## config.mk

```make
export PLATFORM = sky130hd
export DESIGN_NAME = pmi_phy_mgmt
export DESIGN_NICKNAME = d
export VERILOG_FILES = /design/src/verilog/pmi_pkg.sv /design/src/verilog/pmi_phy_mgmt.sv /design/src/verilog/pmi_emu_decode.sv
export VERILOG_INCLUDE_DIRS = /design/src /design/src/verilog
export SDC_FILE = /design/constraint.sdc
export NUM_CORES = 1
export LEC_CHECK = 0
export BUFFER_PORTS_ARGS = -buffer_cell sky130_fd_sc_hd__buf_4
export CELL_PAD_IN_SITES_DETAIL_PLACEMENT = 1
export CELL_PAD_IN_SITES_GLOBAL_PLACEMENT = 2
export CORE_MARGIN = 4
export CORE_UTILIZATION = 30
export DETAILED_ROUTE_END_ITERATION = 7
export PLACE_DENSITY_LB_ADDON = 0.1
export SYNTH_ARGS = -nofsm -noshare
export SYNTH_HDL_FRONTEND = slang
export SYNTH_SLANG_ARGS = --single-unit
```

## constraint.sdc

```tcl
create_clock -name mclk -period 9.67 [get_ports mclk]
set_input_delay 2.4175 -clock mclk [delete_from_list [all_inputs] [get_ports mclk]]
set_output_delay 2.4175 -clock mclk [all_outputs]
set_load 0.005 [all_outputs]
```

## src/verilog/pmi_cfg.svh

```systemverilog
// Constants for the PHY indirect write port and emulated PHY index decode.
// Assumes inclusion by bare name from the design modules; the package does not include it.
`ifndef PMI_CFG_SVH
`define PMI_CFG_SVH

// Register offsets on the loader's private register port.
`define PMI_OFS_WRITE_DATA 12'h0a4
`define PMI_OFS_COMMAND 12'h0a8
// Command word field positions.
`define PMI_CMD_ADDR_HI 15
`define PMI_CMD_ADDR_LO 11
`define PMI_CMD_IDX_HI 10
`define PMI_CMD_IDX_LO 6
`define PMI_CMD_MUST_ONE 1
// Reset values of the stored fields.
`define PMI_RST_DATA 16'h0000
`define PMI_RST_FIELD 5'h00
// Emulated PHY serial register indices.
`define PMI_IDX_BASIC_CONTROL 5'h00
`define PMI_IDX_BASIC_STATUS 5'h01
`define PMI_IDX_IDENT_UPPER 5'h02
`define PMI_IDX_IDENT_LOWER 5'h03
`define PMI_IDX_AUTONEG_ADVERT 5'h04
`define PMI_IDX_PARTNER_ABILITY 5'h05
`define PMI_IDX_AUTONEG_EXPANSION 5'h06
`define PMI_IDX_SPECIAL_CTRL_STAT 5'h1f
// Memory map base of the emulated PHY; each register takes one word.
`define PMI_EMU_BASE 12'h1c0
// Byte span of the emulated PHY block: 32 words of 4 bytes.
`define PMI_EMU_SPAN 12'h080
// Word index bits of a byte offset within the block.
`define PMI_MAP_IDX_HI 6
`define PMI_MAP_IDX_LO 2
// Byte lane bits that must be zero for a whole-word access.
`define PMI_MAP_LANE_MASK 12'h003
`define PMI_ZERO16 16'h0000

`endif

```

## src/verilog/pmi_pkg.sv

```systemverilog
// Types shared by the PHY indirect port and the emulated PHY decoder.
// Assumes pmi_cfg.svh is on the include path.
package pmi_pkg;

    // Management write command sent to the PHY management engine.
    typedef struct packed {
        logic [4:0] phy_addr;
        logic [4:0] reg_index;
        logic [15:0] data;
    } pmi_mgmt_cmd_t;

    // One emulated PHY register access, serial or memory mapped.
    typedef struct packed {
        logic valid;
        logic write;
        logic [4:0] reg_index;
        logic [15:0] wdata;
    } pmi_emu_req_t;

    // Emulated PHY register selection after decode.
    typedef enum logic [3:0] {
        PMI_SEL_NONE,
        PMI_SEL_BASIC_CONTROL,
        PMI_SEL_BASIC_STATUS,
        PMI_SEL_IDENT_UPPER,
        PMI_SEL_IDENT_LOWER,
        PMI_SEL_AUTONEG_ADVERT,
        PMI_SEL_PARTNER_ABILITY,
        PMI_SEL_AUTONEG_EXPANSION,
        PMI_SEL_SPECIAL_CTRL_STAT
    } pmi_emu_sel_t;

endpackage : pmi_pkg

```

## src/verilog/pmi_phy_mgmt.sv

```systemverilog
// PHY indirect write port for the configuration loader, plus the access
// router of the emulated PHY (serial clause 22 and memory mapped views).
// Assumes the loader and host bus run on mclk; the register contents of
// the emulated PHY live outside and are reached through emu_* ports.
`include "pmi_cfg.svh"
module pmi_phy_mgmt (
    // System clock, 100 MHz.
    input wire logic mclk,
    // Asynchronous reset, active high.
    input wire logic rst,
    // Loader register port: write strobe, offset, data.
    input wire logic ldr_wr,
    input wire logic [11:0] ldr_addr,
    input wire logic [31:0] ldr_wdata,
    // Host bus access to the emulated PHY memory map.
    input wire logic host_rd,
    input wire logic host_wr,
    input wire logic [11:0] host_addr,
    input wire logic [31:0] host_wdata,
    output logic [31:0] host_rdata,
    output logic host_hit,
    // Serial management transaction from the host MAC management registers.
    input wire logic ser_valid,
    input wire logic ser_write,
    input wire logic [4:0] ser_phy_addr,
    input wire logic [4:0] ser_reg_index,
    input wire logic [15:0] ser_wdata,
    output logic ser_ack,
    output logic [15:0] ser_rdata,
    // Strap-selected address of the emulated PHY, a pin.
    input wire logic [4:0] phy_addr_strap,
    // Management write command towards the PHY management engine.
    output pmi_pkg::pmi_mgmt_cmd_t mgmt_cmd,
    output logic mgmt_start,
    // Emulated PHY register file access and its read value.
    output pmi_pkg::pmi_emu_req_t emu_req,
    output pmi_pkg::pmi_emu_sel_t emu_sel,
    input wire logic [15:0] emu_rdata
);

    // Loader-only indirect data word.
    logic [15:0] write_data;
    // Strap synchroniser stages; only stage two feeds logic.
    logic [4:0] strap_meta;
    logic [4:0] strap_sync;
    // Combined request as presented to the decoder.
    pmi_pkg::pmi_emu_req_t next_req;
    // Whether the pending request came over the serial path.
    logic next_is_serial;
    logic req_is_serial;
    // Mapped offset decode result.
    logic host_in_map;

    // Offset within the emulated PHY block, as a word index.
    function automatic logic [4:0] map_index(input logic [11:0] a);
        // Distance from the block base in bytes.
        logic [11:0] d;
        d = a - `PMI_EMU_BASE;
        // Drop the byte lane bits, since each register takes one word.
        map_index = d[`PMI_MAP_IDX_HI:`PMI_MAP_IDX_LO];
    endfunction : map_index

    // True when a host address lies in the emulated PHY word range.
    function automatic logic in_map(input logic [11:0] a);
        // Distance from the block base in bytes.
        logic [11:0] d;
        d = a - `PMI_EMU_BASE;
        // Below the base the subtraction wraps, so the base is tested too.
        // Partial-word offsets are not registers and are left alone.
        in_map = (a >= `PMI_EMU_BASE) && (d < `PMI_EMU_SPAN)
            && ((d & `PMI_MAP_LANE_MASK) == '0);
    endfunction : in_map

    // Capture the data register; only the loader port can reach it, the
    // host bus has no path into this register at all.
    always_ff @(posedge mclk or posedge rst)
    begin
        if (rst)
        begin
            write_data <= `PMI_RST_DATA;
        end
        else if (ldr_wr && ldr_addr == `PMI_OFS_WRITE_DATA)
        begin
            write_data <= ldr_wdata[15:0];
        end
    end

    // A command write launches one PHY write using stored data. The
    // must-be-one bit is the loader's duty and is not checked here.
    always_ff @(posedge mclk or posedge rst)
    begin
        if (rst)
        begin
            mgmt_cmd.phy_addr <= `PMI_RST_FIELD;
            mgmt_cmd.reg_index <= `PMI_RST_FIELD;
            mgmt_cmd.data <= `PMI_RST_DATA;
            mgmt_start <= 1'b0;
        end
        else
        begin
            mgmt_start <= 1'b0;
            if (ldr_wr && ldr_addr == `PMI_OFS_COMMAND)
            begin
                mgmt_cmd.phy_addr <=
                    ldr_wdata[`PMI_CMD_ADDR_HI:`PMI_CMD_ADDR_LO];
                mgmt_cmd.reg_index <=
                    ldr_wdata[`PMI_CMD_IDX_HI:`PMI_CMD_IDX_LO];
                // The port cannot carry a data write in this cycle, so stored data is used.
                mgmt_cmd.data <= (ldr_addr == `PMI_OFS_WRITE_DATA)
                    ? ldr_wdata[15:0] : write_data;
                mgmt_start <= 1'b1;
            end
        end
    end

    // Two flip-flops on the strap pin before any comparison.
    always_ff @(posedge mclk or posedge rst)
    begin
        if (rst)
        begin
            strap_meta <= `PMI_RST_FIELD;
            strap_sync <= `PMI_RST_FIELD;
        end
        else
        begin
            // Stage one is read by stage two only, never by other logic.
            strap_meta <= phy_addr_strap;
            strap_sync <= strap_meta;
        end
    end

    // Pick the access for this cycle: the serial path wins when both ask for this PHY.
    always_comb
    begin
        host_in_map = in_map(host_addr);
        next_req = '0;
        next_is_serial = 1'b0;
        // A serial request for our strap address takes priority.
        if (ser_valid && ser_phy_addr == strap_sync)
        begin
            next_req.valid = 1'b1;
            next_req.write = ser_write;
            next_req.reg_index = ser_reg_index;
            next_req.wdata = ser_wdata;
            next_is_serial = 1'b1;
        end
        // Otherwise a mapped access inside the block's word range.
        else if ((host_rd || host_wr) && host_in_map)
        begin
            next_req.valid = 1'b1;
            next_req.write = host_wr;
            next_req.reg_index = map_index(host_addr);
            next_req.wdata = host_wdata[15:0];
        end
    end

    // Register the selected access one cycle before the register file.
    always_ff @(posedge mclk or posedge rst)
    begin
        if (rst)
        begin
            emu_req <= '0;
            req_is_serial <= 1'b0;
        end
        else
        begin
            emu_req <= next_req;
            req_is_serial <= next_is_serial;
        end
    end

    // Index decode shared by both views.
    pmi_emu_decode u_decode (
        .reg_index(emu_req.reg_index),
        .sel(emu_sel)
    );

    // Return read data; unknown indices read zero on the serial path only, upper half padded.
    always_ff @(posedge mclk or posedge rst)
    begin
        if (rst)
        begin
            ser_ack <= 1'b0;
            ser_rdata <= `PMI_ZERO16;
            host_hit <= 1'b0;
            host_rdata <= '0;
        end
        else
        begin
            ser_ack <= emu_req.valid && req_is_serial;
            host_hit <= emu_req.valid && !req_is_serial;
            // Serial answers carry only the 16-bit register value.
            if (emu_req.valid && req_is_serial)
            begin
                ser_rdata <= (emu_sel == pmi_pkg::PMI_SEL_NONE)
                    ? `PMI_ZERO16 : emu_rdata;
            end
            // Mapped answers pad the reserved upper half with zeros.
            if (emu_req.valid && !req_is_serial)
            begin
                host_rdata <= {`PMI_ZERO16, emu_rdata};
            end
        end
    end

endmodule : pmi_phy_mgmt

```

## src/verilog/pmi_emu_decode.sv

```systemverilog
// Emulated PHY register index decoder, shared by serial and mapped paths.
// Assumes the caller owns the register contents; this only selects.
`include "pmi_cfg.svh"
module pmi_emu_decode (
    input wire logic [4:0] reg_index,
    output pmi_pkg::pmi_emu_sel_t sel
);

    // Map a clause 22 index onto one emulated register, or none.
    always_comb
    begin
        unique case (reg_index)
            `PMI_IDX_BASIC_CONTROL:
                sel = pmi_pkg::PMI_SEL_BASIC_CONTROL;
            `PMI_IDX_BASIC_STATUS: sel = pmi_pkg::PMI_SEL_BASIC_STATUS;
            `PMI_IDX_IDENT_UPPER: sel = pmi_pkg::PMI_SEL_IDENT_UPPER;
            `PMI_IDX_IDENT_LOWER: sel = pmi_pkg::PMI_SEL_IDENT_LOWER;
            `PMI_IDX_AUTONEG_ADVERT:
                sel = pmi_pkg::PMI_SEL_AUTONEG_ADVERT;
            `PMI_IDX_PARTNER_ABILITY:
                sel = pmi_pkg::PMI_SEL_PARTNER_ABILITY;
            `PMI_IDX_AUTONEG_EXPANSION:
                sel = pmi_pkg::PMI_SEL_AUTONEG_EXPANSION;
            `PMI_IDX_SPECIAL_CTRL_STAT:
                sel = pmi_pkg::PMI_SEL_SPECIAL_CTRL_STAT;
            // Any other index selects nothing.
            default: sel = pmi_pkg::PMI_SEL_NONE;
        endcase
    end

endmodule : pmi_emu_decode

```

==> impl_metrics.toml <==
[power]
pwr-share-clk_pct = 40.0
switchingPower_uw = 242
combPwrFrac_pct = 12.7
total_leakage_power_nw = 3.40
internal_power_uw = 840
vdd_drop_max_mv = 0.0711
pwr_density_cell_nw_per_um2 = 168
p_sw_share_pct = 22.4
seqPwrFrac_pct = 47.3

[clocking]
clk_path_buf_depth = 2
htree_num_levels = 3
cts_buffers = 9
ctsResizeCount = 0
hold_buffers = 0
clkLatencyLatePin_ns = 0.34
cts_tree = "built"
cts.sinks = 111
root_buffer = "clkbuf_16"
post_cts_buffers = 0
path_clk_slew_ns = 0.07

[yosys]
synth_area_um2 = 4500
syn_inst = 302
yosysUniqueCellTypes = 31
yosysWarnings = 0
netlist.area_leader.share_pct = 61.7
synth_top_area_cell = "dfrtp_1"
yosys-top-cells-area = "dfrtp_1 62%, mux2_4 9.7%, mux2_2 7.3%"
ys_seq_area_share_pct = 61.7
ys_ff_latch = 111
syn_area_per_cell_um2 = 14.9

[detailed_routing]
drc = 0
wire_per_inst_um = 17.6
routed_wirelength_um = 12100
vias = 3153
antenna_left = 0
via_per_inst = 4.60
drt-pass1-iter-count = 4
drt_iter0_drc = 148

[critical_path]
required_ns = 9.93
worstSetupPathType = "in -> reg"
end_kind = "flop"
cp.arrival_ns = 4.48
critPathMaxFanout = 24
crit_path_start_kind = "input port"

[floorplan]
fp.dieH_um = 130
initial_core_util_pct = 30.8
core_area_um2 = 14600
rows = 44
io-pin-count = 246
dieWidth_um = 130
die_area_um2 = 17000

[timing]
fin_crit_sh_pct = 43.7
slew-limit-headroom_pct = 33.3
slew_viol_final = 0
setup_viol = 0
fin_crit_ns = 4.22
skew_ns = 0.00951
fmax_mhz = 237
rsz0062_at_grt = "no"
final_hold_viol_count = 0
fin_tns_setup_ns = 0
tightest_slew_ns = 0.997

[global_routing]
grt_start_max_net_pins = 58
grt.overflow.total = 0
grt_pass1_wl_um = 18100
track_usage_pct = 13.7
antenna_found_initial = 0
grt_pass1_vias = 3453

[final_layout]
drive_above_1_share_pct = 55.8
final_core_util_pct = 44.0
syn_to_final_growth_pct = 42.7
n_antenna_cell = 0
layout.nets = 642

[placed_design]
post-dp-hpwl_um = 9040
io_buffers = 197
gp_congestion = 0.709

[worst_hold_path]
hold_class = "reg -> reg"

[run_status]
status = "complete, no violations"

[flow_run]
maxCapViolations = 0
-- power groups by stage --
stage / sequential (mW) / clock, mW / combinational (mW)
global placement: 0.519 / 0 / 0.139
detailed placement: 0.522 / 0 / 0.141
finish: 0.512 / 0.432 / 0.138
floorplan: 0.521 / 0 / 0.0486
global route: 0.515 / 0.468 / 0.152
CTS: 0.512 / 0.449 / 0.142
-- through the flow --
stage	power [mW]	area (um2)	setup slack [ns]	hold slack [ns]	instances
final	1.08	6420	5.45	0.352	686
after global placement	0.658	6070	5.14	0.332	670
after detailed placement	0.663	6070	5.09	0.337	670
after global routing	1.14	6420	5.24	0.366	686
after CTS	1.10	6420	5.43	0.354	686
after floorplan	0.570	4560	4.32	0.331	317
-- state kept, by name (all words and copies together), names as in the netlist --
signal and cells:
emu_req 23, host_rdata 16, host_hit 1, strap_meta 5, strap_sync 5, mgmt_cmd 26
ser_rdata 16, mgmt_start 1, ser_ack 1, write_data 16, req_is_serial 1
-- synth_stat cells, drive strengths merged --
library cell and count:
nand3 2, o211ai 1, and4bb 1, o31a 1, o2bb2ai 22, and4 1
o21bai 1, clkbuf 10, nor2b 1, o211a 1, buf 23, ha 3
inv 5, conb 1, a2111oi 2, nand4 1, nor3 4, dfrtp 111
nor4b 1, or3b 2, mux2 58, xnor2 5, o21ai 22, a211oi 1
nand2 2, nor2 4, a22o 16
-- layout by cell type, fill, tap and decap left out --
| cell | Yosys | routed |
|---|---|---|
| o211ai_1 | 1 | 1 |
| a2111oi_0 | 2 | 2 |
| mux2_2 | 29 | 29 |
| nor3_1 | 4 | 4 |
| conb_1 | 1 | 16 |
| bufinv_16 | 0 | 3 |
| buf_4 | 17 | 202 |
| inv_6 | 0 | 2 |
| clkbuf_16 | 0 | 9 |
| inv_1 | 5 | 4 |
| ha_1 | 3 | 3 |
| nand3_1 | 2 | 2 |
| a211oi_1 | 1 | 1 |
| inv_4 | 0 | 1 |
| o21bai_1 | 1 | 1 |
| inv_8 | 0 | 1 |
| and4bb_2 | 1 | 1 |
| clkinvlp_4 | 0 | 1 |
| nor4b_2 | 1 | 1 |
| a22o_1 | 16 | 16 |
| nor2_1 | 4 | 4 |
| o21ai_0 | 22 | 22 |
| or3b_1 | 2 | 2 |
| o211a_1 | 1 | 1 |
| and4_1 | 1 | 1 |
| nand4_1 | 1 | 1 |
| nand2_1 | 2 | 2 |
| dfrtp_1 | 111 | 111 |
| o31a_2 | 1 | 1 |
| mux2_4 | 29 | 29 |
| o2bb2ai_1 | 22 | 22 |
| xnor2_1 | 5 | 5 |
| nor2b_1 | 1 | 1 |
-- final cells by class --
cell class,instances,area [um2]
multi-input cells,168,1530
repair buffers,202,1520
well taps,184,230
inverters,5,21.3
flip-flops and latches,111,2780
fillers,1526,8170
clock buffers,9,225
clock inverters,7,126
-- kinds of logic (layout without fill, tap and decap cells) --
kind of cell / after synthesis / after routing / share of synthesized area [%]
fa+ha+maj: 3 / 3 / 0.834
flops: 111 / 111 / 61.7
compound gates: 67 / 67 / 11.2
simple gates: 19 / 19 / 2.64
mux: 58 / 58 / 16.9
buf+inv: 38 / 223 / 5.62
other cells: 1 / 16 / 0.0833
xor+xnor: 5 / 5 / 0.973
-- worst paths after layout --
check                                start             end  slack [ns]  depth (start not counted)
max                        ser_phy_addr[0]      emu_req[1]        5.45                          6
min                          strap_meta[4]   strap_sync[4]        0.35                          0
max reg2reg                  strap_sync[0]      emu_req[1]        7.24                          5
min reg2reg                  strap_meta[4]   strap_sync[4]        0.35                          0
max in group asynchronous              rst  host_rdata[15]        6.30                          3
min in group asynchronous              rst    mgmt_cmd[18]        2.17                          2
-- worst max-delay path: stages --
cell and delay (ns):
buf_4 0.11, xnor2_1 0.15, nand4_1 0.80, nor2_1 0.51, buf_4 0.34, o2bb2ai_1 0.15
-- routing by layer --
metal	global-route usage (%)	share of wire [%]
met5	0	0
met3	4.55	8.9
met1	16.4	39
met2	23.0	50
met4	5.08	1.5
Power figures use the tool's default switching activity.
